File: src/rtl/sadc_pkg.sv
package sadc_pkg;
  localparam int SADC_DATA_BITS = 18;
  localparam int SADC_PACK_BITS = 16;
  localparam int SADC_CNT_W = 6;
  localparam logic [SADC_CNT_W-1:0] SADC_NORM_LEN = 6'h12;
  localparam logic [SADC_CNT_W-1:0] SADC_PACK_LEN = 6'h20;
  localparam logic [SADC_DATA_BITS-1:0] SADC_RESULT_RST = 18'h00000;
  localparam int SADC_CONVERT_STROBE_DIV = 3;
  localparam int SADC_OSC_MIN_PULSES = 72;
  localparam real SADC_MAX_RATE_KHZ = 200.0;
  localparam real SADC_MCLK_MHZ = 100.0;
  localparam int SADC_MIN_STROBE_CYC = int'(SADC_MCLK_MHZ * 1000.0 / SADC_MAX_RATE_KHZ);
  typedef enum logic [1:0] {
    SADC_IDLE = 2'b00,
    SADC_MARK = 2'b01,
    SADC_SHIFT = 2'b10,
    SADC_APPEND = 2'b11
  } sadc_state_e;
endpackage

File: src/rtl/sadc_sync2.sv
`timescale 1ns/1ps
module sadc_sync2 #(
  parameter int WIDTH = 1
) (
  input wire logic i_mclk,
  input wire logic i_sys_rst,
  input wire logic [WIDTH-1:0] i_async,
  output logic [WIDTH-1:0] o_sync
);
  logic [WIDTH-1:0] meta_reg;
  logic [WIDTH-1:0] sync_reg;
  always_ff @(posedge i_mclk) begin
    if (i_sys_rst) begin
      meta_reg <= '0;
      sync_reg <= '0;
    end else begin
      meta_reg <= i_async;
      sync_reg <= meta_reg;
    end
  end
  assign o_sync = sync_reg;
endmodule

File: src/rtl/sadc_serial_port.sv
`timescale 1ns/1ps
module sadc_serial_port #(
  parameter int DATA_BITS = 18,
  parameter int CONVERT_STROBE_DIV = 3
) (
  input wire logic i_mclk,
  input wire logic i_sys_rst,
  input wire logic i_convert_strobe,
  input wire logic i_marker_polarity_select,
  input wire logic i_pair_pack_select,
  input wire logic i_transfer_bit_clock,
  input wire logic i_master_oscillator_in,
  input wire logic i_conversion_clock_in,
  input wire logic i_append_a,
  input wire logic i_append_b,
  input wire logic [DATA_BITS-1:0] i_result_a,
  input wire logic [DATA_BITS-1:0] i_result_b,
  output logic o_hold,
  output logic o_convert_strobe_start,
  output logic o_frame_marker,
  output logic o_result_serial_line_a,
  output logic o_result_serial_line_b,
  output logic o_conversion_clock_out,
  output logic o_convert_strobe_clk_tick
);
  import sadc_pkg::*;

  // ----------------------------------------------------------------
  // input synchronisers
  // ----------------------------------------------------------------
  logic [6:0] pins_s;
  sadc_sync2 #(.WIDTH(7)) u_sync (
    .i_mclk(i_mclk),
    .i_sys_rst(i_sys_rst),
    .i_async({i_convert_strobe, i_marker_polarity_select, i_pair_pack_select,
              i_transfer_bit_clock, i_master_oscillator_in, i_conversion_clock_in,
              i_append_a}),
    .o_sync(pins_s)
  );
  logic tagb_s;
  sadc_sync2 #(.WIDTH(1)) u_sync_b (
    .i_mclk(i_mclk),
    .i_sys_rst(i_sys_rst),
    .i_async(i_append_b),
    .o_sync(tagb_s)
  );
  logic convert_strobe_s, pol_s, pack_s, transfer_bit_clock_s, osc_s, cclk_s, taga_s;
  assign {convert_strobe_s, pol_s, pack_s, transfer_bit_clock_s, osc_s, cclk_s, taga_s} = pins_s;

  logic convert_strobe_d_reg, transfer_bit_clock_d_reg, osc_d_reg, cclk_d_reg;
  always_ff @(posedge i_mclk) begin
    if (i_sys_rst) begin
      // matches the synchroniser's reset level, so leaving reset makes no false fall
      convert_strobe_d_reg <= 1'b0;
      transfer_bit_clock_d_reg <= 1'b0;
      osc_d_reg <= 1'b0;
      cclk_d_reg <= 1'b0;
    end else begin
      convert_strobe_d_reg <= convert_strobe_s;
      transfer_bit_clock_d_reg <= transfer_bit_clock_s;
      osc_d_reg <= osc_s;
      cclk_d_reg <= cclk_s;
    end
  end
  logic convert_strobe_fall, transfer_bit_clock_rise, osc_rise, cclk_rise;
  assign convert_strobe_fall = convert_strobe_d_reg & ~convert_strobe_s;
  assign transfer_bit_clock_rise = ~transfer_bit_clock_d_reg & transfer_bit_clock_s;
  assign osc_rise = ~osc_d_reg & osc_s;
  assign cclk_rise = ~cclk_d_reg & cclk_s;

  // ----------------------------------------------------------------
  // conversion clock: oscillator divided down, fed back in externally
  // ----------------------------------------------------------------
  logic [1:0] div_reg;
  logic cko_reg;
  always_ff @(posedge i_mclk) begin
    if (i_sys_rst) begin
      div_reg <= 2'h0;
      cko_reg <= 1'b0;
    end else if (osc_rise) begin
      // one third high so several converters see a common rising edge
      if (div_reg == 2'(CONVERT_STROBE_DIV - 1)) begin
        div_reg <= 2'h0;
      end else begin
        div_reg <= div_reg + 2'h1;
      end
      cko_reg <= (div_reg == 2'(CONVERT_STROBE_DIV - 1));
    end
  end
  assign o_conversion_clock_out = cko_reg;
  always_ff @(posedge i_mclk) begin
    if (i_sys_rst) begin
      o_convert_strobe_clk_tick <= 1'b0;
    end else begin
      o_convert_strobe_clk_tick <= cclk_rise;
    end
  end

  // ----------------------------------------------------------------
  // hold and conversion start
  // ----------------------------------------------------------------
  logic [DATA_BITS-1:0] prev_a_reg, prev_b_reg;
  always_ff @(posedge i_mclk) begin
    if (i_sys_rst) begin
      o_hold <= 1'b0;
      o_convert_strobe_start <= 1'b0;
      prev_a_reg <= SADC_RESULT_RST;
      prev_b_reg <= SADC_RESULT_RST;
    end else begin
      o_convert_strobe_start <= convert_strobe_fall;
      if (convert_strobe_fall) begin
        o_hold <= 1'b1;
        // latch the finished result; the new conversion is sent next frame
        prev_a_reg <= i_result_a;
        prev_b_reg <= i_result_b;
      end else if (!convert_strobe_s) begin
        o_hold <= 1'b1;
      end else begin
        o_hold <= 1'b0;
      end
    end
  end

  // ----------------------------------------------------------------
  // frame sequencer, advanced on transfer clock rising edges
  // ----------------------------------------------------------------
  sadc_state_e state_reg;
  logic start_pend_reg;
  logic [SADC_CNT_W-1:0] bit_reg;
  logic [DATA_BITS-1:0] sh_a_reg, sh_b_reg;
  logic pack_reg;
  logic [SADC_CNT_W-1:0] frame_len;
  assign frame_len = pack_reg ? SADC_PACK_LEN : SADC_NORM_LEN;

  always_ff @(posedge i_mclk) begin
    if (i_sys_rst) begin
      start_pend_reg <= 1'b0;
    end else if (convert_strobe_fall) begin
      start_pend_reg <= 1'b1;
    end else if (transfer_bit_clock_rise) begin
      start_pend_reg <= 1'b0;
    end
  end

  always_ff @(posedge i_mclk) begin
    if (i_sys_rst) begin
      state_reg <= SADC_IDLE;
      bit_reg <= '0;
      sh_a_reg <= '0;
      sh_b_reg <= '0;
      pack_reg <= 1'b0;
    end else if (transfer_bit_clock_rise) begin
      if (start_pend_reg) begin
        // marker occupies exactly one bit clock, data follows
        state_reg <= SADC_MARK;
        pack_reg <= pack_s;
        bit_reg <= '0;
        if (pack_s) begin
          // channel A's top 16 bits, then channel B's top 16 bits
          sh_a_reg <= prev_a_reg;
          sh_b_reg <= prev_b_reg;
        end else begin
          sh_a_reg <= prev_a_reg;
          sh_b_reg <= prev_b_reg;
        end
      end else begin
        unique case (state_reg)
          SADC_IDLE: begin
            state_reg <= SADC_IDLE;
          end
          SADC_MARK: begin
            // the msb leaves on the rise that ends the marker
            state_reg <= SADC_SHIFT;
            bit_reg <= 6'h01;
            sh_a_reg <= {sh_a_reg[DATA_BITS-2:0], 1'b0};
            if (!pack_reg) begin
              sh_b_reg <= {sh_b_reg[DATA_BITS-2:0], 1'b0};
            end
          end
          SADC_SHIFT: begin
            if (bit_reg == frame_len - 6'h01) begin
              state_reg <= SADC_APPEND;
            end
            bit_reg <= bit_reg + 6'h01;
            if (pack_reg && bit_reg == 6'(SADC_PACK_BITS - 1)) begin
              sh_a_reg <= sh_b_reg;
            end else begin
              sh_a_reg <= {sh_a_reg[DATA_BITS-2:0], 1'b0};
            end
            // in pair-pack mode channel B waits unshifted until line A takes it over
            if (!pack_reg) begin
              sh_b_reg <= {sh_b_reg[DATA_BITS-2:0], 1'b0};
            end
          end
          SADC_APPEND: begin
            state_reg <= SADC_APPEND;
          end
        endcase
      end
    end
  end

  // ----------------------------------------------------------------
  // output pins: serial lines updated on the transfer clock rising edge, marker on every clock
  // ----------------------------------------------------------------
  logic mark_on;
  assign mark_on = (state_reg == SADC_MARK);
  logic [1:0] settle_reg;
  always_ff @(posedge i_mclk) begin
    if (i_sys_rst) begin
      settle_reg <= 2'h0;
    end else begin
      settle_reg <= {settle_reg[0], 1'b1};
    end
  end
  always_ff @(posedge i_mclk) begin
    if (i_sys_rst) begin
      o_frame_marker <= 1'b0;
    end else if (settle_reg[1]) begin
      // waits for the synchronised select, else a false marker follows reset
      // polarity follows the select pin live, even between frames
      o_frame_marker <= pol_s ? mark_on : ~mark_on;
    end
  end

  always_ff @(posedge i_mclk) begin
    if (i_sys_rst) begin
      o_result_serial_line_a <= 1'b0;
      o_result_serial_line_b <= 1'b0;
    end else if (transfer_bit_clock_rise) begin
      if ((state_reg == SADC_MARK || state_reg == SADC_SHIFT) && !start_pend_reg) begin
        o_result_serial_line_a <= sh_a_reg[DATA_BITS-1];
        o_result_serial_line_b <= pack_reg ? tagb_s : sh_b_reg[DATA_BITS-1];
      end else begin
        // append bits fill the line after the result and while idle
        o_result_serial_line_a <= taga_s;
        o_result_serial_line_b <= tagb_s;
      end
    end
  end
endmodule

File: config.mk
export PLATFORM = sky130hd
export DESIGN_NAME = sadc_serial_port
export DESIGN_NICKNAME = d
export VERILOG_FILES = /design/src/rtl/sadc_pkg.sv /design/src/rtl/sadc_sync2.sv /design/src/rtl/sadc_serial_port.sv
export SDC_FILE = /design/constraint.sdc
export NUM_CORES = 1
export LEC_CHECK = 0
export BUFFER_PORTS_ARGS = -buffer_cell sky130_fd_sc_hd__buf_4
export CAP_MARGIN = 15
export CORE_MARGIN = 2
export CORE_UTILIZATION = 50
export CTS_CLUSTER_SIZE = 10
export DETAILED_ROUTE_END_ITERATION = 8
export GPL_ROUTABILITY_DRIVEN = 1
export PLACE_DENSITY = 0.73
export SLEW_MARGIN = 0
export SYNTH_ARGS = -nofsm -noshare
export SYNTH_HDL_FRONTEND = slang
export SYNTH_SLANG_ARGS = --single-unit
File: constraint.sdc
create_clock -name i_mclk -period 1.75 [get_ports i_mclk]
set_clock_uncertainty 0.05 [all_clocks]
set_input_delay 0.35 -clock i_mclk [delete_from_list [all_inputs] [get_ports i_mclk]]
set_output_delay 0.35 -clock i_mclk [all_outputs]
set_load 0.005 [all_outputs]
# [Word level (Yosys, flattened, before mapping)]
# Index checks and enable logic that the tools add are counted.
[op_classes] n_addsub=3 n_mul=0 div_mod_pow=0 magnitude_cmp=0 n_eq_ne=8 shifts=0 n_mux=22 n_bitwise=9 n_reduce_logical=13
[op_table] cell="two-way mux 18 bit" n=5
[op_table] cell="case mux 18 bit (2 select lines)" n=1
[op_table] cell="two-way mux 6 bit" n=2
[op_table] cell="case mux 6 bit (2 select lines)" n=1
[op_table] cell="two-way mux 1 bit" n=9
[op_table] cell="case mux 2 bit (4 select lines)" n=1
[op_table] cell="adder 6 x 1 -> 6 bit, second input constant" n=1
[op_table] cell="equality test 2 bit, second input constant" n=3
[op_table] cell="equality test 6 x 4 -> 1 bit, second input constant" n=1
[op_table] cell="equality test 6 bit" n=1
[op_table] cell="two-way mux 2 bit" n=3
[op_table] cell="AND reduction 2 bit" n=3
[op_table] cell="subtractor 6 x 1 -> 6 bit, second input constant" n=1
[op_table] cell="NOT 1 bit" n=5
[op_table] cell="AND 1 bit" n=4
[op_table] cell="nonzero test 2 bit" n=2
[op_table] cell="!= test 3 bit, second input constant" n=1
[op_table] cell="AND reduction 3 bit" n=1
[op_table] cell="nonzero test 3 bit" n=1
[op_table] cell="adder 2 x 1 -> 2 bit, second input constant" n=1
[op_table] cell="equality test 2 x 1 -> 1 bit, second input constant" n=1
[op_table] cell="logical AND 1 bit" n=2
[op_table] cell="logical NOT 2 bit" n=1
[op_table] cell="!= test 2 bit, second input constant" n=1
[op_table] cell="other kinds (3)" n=3
[totals] regBits=113 latch_bits=0 ramBits=0 romBits=0 inputBits=46 elab_cells=81 memories=0

# [Longest topological paths before layout]
[logic_depth] ltp_word=6 depth_mapped=8

# [Hierarchy]
# From an unflattened synthesis, not the netlist that was laid out.
[hier_totals] hier_cells=487 area_unflattened_um2=4386.7
[modules_own_cells] module="sadc_serial_port" n_inst=1 cells_per_inst=454 area_each_um2=3926.3 seq_area_each_um2=1941.9
[modules_own_cells] module="sadc_sync2 at u_sync" n_inst=1 cells_per_inst=29 area_each_um2=407.9 seq_area_each_um2=280.3
[modules_own_cells] module="sadc_sync2 at u_sync_b" n_inst=1 cells_per_inst=4 area_each_um2=52.6 seq_area_each_um2=40.0

# [Worst setup path before layout]
# No wires, ideal clock.
[synth_path] path_type="reg2reg" from="register state_reg[0]" to="register sh_a_reg[10]" arrival_ns=1.569 setup_slack_ns=-0.002 path_stages_with_launch=8 period_less_slack_ns=1.752 cell_sequence="dfxtp_1 > inv_1 > ha_1 > nor3_2 > nor2_2 > nand2_1 > buf_2 > o221ai_1"
[synth_between] elab_chain_len=3
[synth_lines] element="start: declaration" line="sadc_serial_port.sv:127" rtl="sadc_state_e state_reg;"
[synth_lines] element="start signal: assignment" line="sadc_serial_port.sv:147" rtl="state_reg <= SADC_IDLE;"
[synth_lines] element="start signal: assignment" line="sadc_serial_port.sv:155" rtl="state_reg <= SADC_MARK;"
[synth_lines] element="start signal: assignment" line="sadc_serial_port.sv:169" rtl="state_reg <= SADC_IDLE;"
[synth_lines] element="equality test 2 bit or equality test 2 x 1 -> 1 bit (tied branches)" line="sadc_serial_port.sv:167" rtl="unique case (state_reg)"
[synth_lines] element="case mux 18 bit (2 select lines) or nonzero test 3 bit (tied branches)"
[synth_lines] element="two-way mux 18 bit or AND reduction 2 bit (tied branches)"
[synth_lines] element="end signal: assignment" line="sadc_serial_port.sv:160" rtl="sh_a_reg <= prev_a_reg;"
[synth_lines] element="end signal: assignment" line="sadc_serial_port.sv:163" rtl="sh_a_reg <= prev_a_reg;"
[synth_lines] element="end signal: assignment" line="sadc_serial_port.sv:175" rtl="sh_a_reg <= {sh_a_reg[DATA_BITS-2:0], 1'b0};"
[synth_lines] element="end: declaration" line="sadc_serial_port.sv:130" rtl="logic [DATA_BITS-1:0] sh_a_reg, sh_b_reg;"
# Several ways; a longest one is shown, not always the timed one.
# A chain may end at the register's enable or synchronous reset.

# [Final worst setup path]
[layout_path] from="register state_reg[1]" to="register sh_b_reg[8]"
[layout_between] elab_chain_len=4
[layout_lines] element="equality test 2 x 1 -> 1 bit or equality test 2 bit (tied branches)" line="sadc_serial_port.sv:167"
[layout_lines] element="OR reduction 2 bit (no line) (*)"
[layout_lines] element="nonzero test 2 bit (no line) (*)"
[layout_lines] element="AND reduction 3 bit (no line) (*)"
[layout_lines] element="end signal: assignment" line="sadc_serial_port.sv:161" rtl="sh_b_reg <= prev_b_reg;"
[layout_lines] element="end signal: assignment" line="sadc_serial_port.sv:164" rtl="sh_b_reg <= prev_b_reg;"
[layout_lines] element="end signal: assignment" line="sadc_serial_port.sv:177" rtl="sh_b_reg <= {sh_b_reg[DATA_BITS-2:0], 1'b0};"
[layout_lines] element="end: declaration" line="sadc_serial_port.sv:130"
# Every way passes the cells marked *; elsewhere a longest branch is shown, timed or not.

==> impl_metrics.yaml <==
outcome:
  outcome: "complete, no violations"
timing:
  worst_hold_slack_ns: 0.0229
  hold_violations: 0
  timing.final.crit_period_ns: 1.69
  worstMarginPinSlew_ns: 0.381
  timing.final.ws_setup_ns: 0.0642
  max_freq_ghz: 0.593
  rsz_0062_raised_after_global_routing: "yes"
  slew_headroom_pct: 74.6
  final-max-slew-violation-count: 0
  setup_viol: 0
  final.period_utilization_pct: 96.3
power:
  sequentialPowerShare_pct: 43.1
  internal_power_mw: 4.85
  net_switching_power_mw: 1.29
  irDropWorstVdd_uv: 579
  leakage_nw: 2.14
  combPwrFrac_pct: 4.3
  report.power.total_mw: 6.14
  share_clk_of_total_power_pct: 52.5
  power_switching_share_pct: 21.0
  power_per_cell_area_nw_per_um2: 1080
critical_path:
  r2r_slack_ns: 0.06
  crit_required_ns: 2.12
  worstSetupEndpointType: "flop"
  worst-path-max-fanout: 17
  critical_path.reg2reg.startpoint: "state_reg[1]$_SDFFE_PP0P_"
  timing_worst_setup_path_type: "reg2reg"
  setup.worst_path.start: "state_reg[1]$_SDFFE_PP0P_"
  worstReg2RegEnd: "sh_b_reg[8]$_SDFFE_PP0P_"
  timing.critical_path.arrival_ns: 2.06
  rr_worst_depth: 6
  crit_path_start_kind: "flop"
worst_hold_path:
  hold_path.startpoint: "i_transfer_bit_clock"
  hold_end: "u_sync.meta_reg[3]$_SDFF_PP0_"
  timing.hold.worst_path_depth: 2
  holdCritPathClass: "in2reg"
placed_design:
  detailed_place.area_um2: 4950
  placement.setup.worst_slack_ns: -0.00422
  place_congestion: 0.838
  place.detailed.hpwl_um: 5990
  place_inst: 635
  buffer_ports.inserted: 52
cells_and_area:
  layout-drive-gt1-share_pct: 20.8
  antenna_cells: 0
  layout-area-overhead-vs-synth_pct: 29.1
  final_cell_area_um2: 5670
  num-nets-final: 603
  finalNonFillerCells: 674
synthesis:
  synth_seq_area_share_pct: 51.5
  mappedNetlistNets: 539
  ys.warnings.count: 0
  synthFlopType: "dfxtp_1"
  synth_cell_type_count: 39
  async_flop_share_pct: 0
  postSynthRegisterBits: 113
  cell_area_after_technology_mapping_um2: 4390
  synth-edff-count: 0
  post_synth.cell_area_avg_um2: 8.98
  synthCells: 489
global_route:
  grt_pass1_wl_um: 15800
  gr-usage-all-layers_pct: 20.6
  grt.overflow.total: 0
  maximum_number_of_pins_on_one_net_before_global_route_repair: 52
  grt_antenna_before_repair: 0
  via_count_of_the_first_global_routing_pass: 3426
clock_tree:
  clock_insertion_delay_worst_skew_ns: 0.51
  ctsLongestPathBuffers: 2
  cts_max_level: 4
  clock_tree.root_cell: "clkbuf_8"
  cts_made_buffers: 17
  tritoncts: "done"
  cts.reportedPaths.clkPinSlew_ns: 0.06
  cts.sinks: 113
floorplan:
  dieWidth_um: 97.7
  start_util_pct: 50.9
  io_pins: 53
  num_rows: 34
  chipHeight_um: 97.7
  floorplan_die_area_um2: 9550
  coreArea_um2: 8640
route:
  detailedRoute.firstIterationViolations: 186
  via_count: 3495
  detail_route.drc_violations: 0
  post_drt_wl_per_cell_um: 14.1
  drt_pre_antenna_iters: 4
  totalWireLength_um: 9470
  drt.antenna.violating_nets: 0
  vias_per_cell: 5.19
job:
  drv.max_cap_violation_count: 0
[cells by family (layout without fill, tap and decap cells)]
group           Yosys count  after routing  share of synthesized area [%]
flops                   113            113                           51.5
simple gates            184            184                           19.2
buf+inv                  54            131                           5.10
compound gates           93             93                           13.8
xor+xnor                  5              5                          0.997
mux                      36             36                           8.21
fa+ha+maj                 4              4                           1.14
[cell usage after synthesis, types with 2 or more instances]
library cell	n	area share, %
a211oi_1	18	3.1
a21oi_1	46	5.2
buf_1	3	0.26
buf_2	11	1.3
clkbuf_1	18	1.5
dfxtp_1	113	52
ha_1	4	1.1
inv_1	21	1.8
mux2i_1	36	8.2
nand2_1	98	8.4
nand2b_1	7	1.0
nand3_1	4	0.46
nor2_1	32	2.7
nor2b_1	25	3.6
nor3_1	2	0.23
nor3b_1	3	0.51
nor4_1	3	0.43
o21a_1	2	0.34
o21ai_0	3	0.34
o221ai_1	17	3.4
xnor2_1	5	1.0
[critical path: stages, from the launching register on]
cell,delay (ns)
dfxtp_4,0.37
inv_1,0.06
ha_1,0.29
and2b_1,0.18
o21a_4,0.23
clkbuf_16,0.19
a211oi_1,0.23
[per-stage QoR]
stage,util [%],setup TNS [ns]
3_3_place_gp,57.4,0
3_5_place_dp,57.4,-0.00422
4_1_cts,64.6,0
6_report,65.6,0
5_1_grt,65.6,-0.00150
2_1_floorplan,-,-0.0200
[cell type report]
cell class	instances	area, µm²
Sequential cell	113	2270
Clock inverter	10	110
Tap cell	108	135
Inverter	21	78.8
Multi-Input combinational cell	322	1960
Timing Repair Buffer	78	663
Clock buffer	22	453
Fill cell	706	2970
[placed cells by master (no fill, tap or decap), drive strengths merged, types with 3 or more instances in the layout]
cell type,count
xnor2,5
clkinv,4
mux2i,36
inv,21
clkinvlp,4
buf,71
o221ai,17
dfxtp,113
nor3,3
nand2b,7
dlygate4sd3,6
nor4,3
clkbuf,23
a21oi,46
nor2,33
nand3,5
nand2,98
o21ai,4
nor2b,25
nor3b,3
ha,4
a211oi,18
[how the worst max path moves through the flow]
stage          slack (ns)  cells after the start                        end
5_1_grt            -0.001                      7   sh_b_reg[0]$_SDFFE_PP0P_
4_1_cts              0.01                      6   sh_a_reg[0]$_SDFFE_PP0P_
3_5_place_dp       -0.004                      7   sh_a_reg[4]$_SDFFE_PP0P_
3_3_place_gp         0.08                      6   sh_a_reg[0]$_SDFFE_PP0P_
2_1_floorplan      -0.002                      7  sh_a_reg[10]$_SDFFE_PP0P_
6_report             0.06                      6   sh_b_reg[8]$_SDFFE_PP0P_
[power groups by stage]
stage	clock, mW	combinational (mW)	sequential (mW)
3_3_place_gp	0	0.248	2.70
6_report	3.23	0.265	2.65
5_1_grt	3.40	0.292	2.65
4_1_cts	3.27	0.263	2.65
2_1_floorplan	0	0.125	2.70
3_5_place_dp	0	0.251	2.71
[timing repair]
action | in CTS | in global routing
endpoints found under the setup margin | 1 | 37
hold endpoints to repair | 6 | 0
setup buffers | 0 | 0
gates cloned | 0 | 1
pin swaps | 0 | 2
gates resized for setup | 1 | 16
hold buffers | 6 | 0
[routing by layer]
| layer | wire length (µm) | GRT usage, % | part of all wire, % | vias up |
|---|---|---|---|---|
| li1 | - | - | - | 1784 |
| met1 | 4150 | 24.1 | 44 | 1629 |
| met2 | 4800 | 35.5 | 51 | 66 |
| met3 | 380 | 6.04 | 4.0 | 16 |
| met4 | 140 | 8.33 | 1.5 | 0 |
| met5 | 0 | 0 | 0 | - |
(Power assumes the default switching activity.)
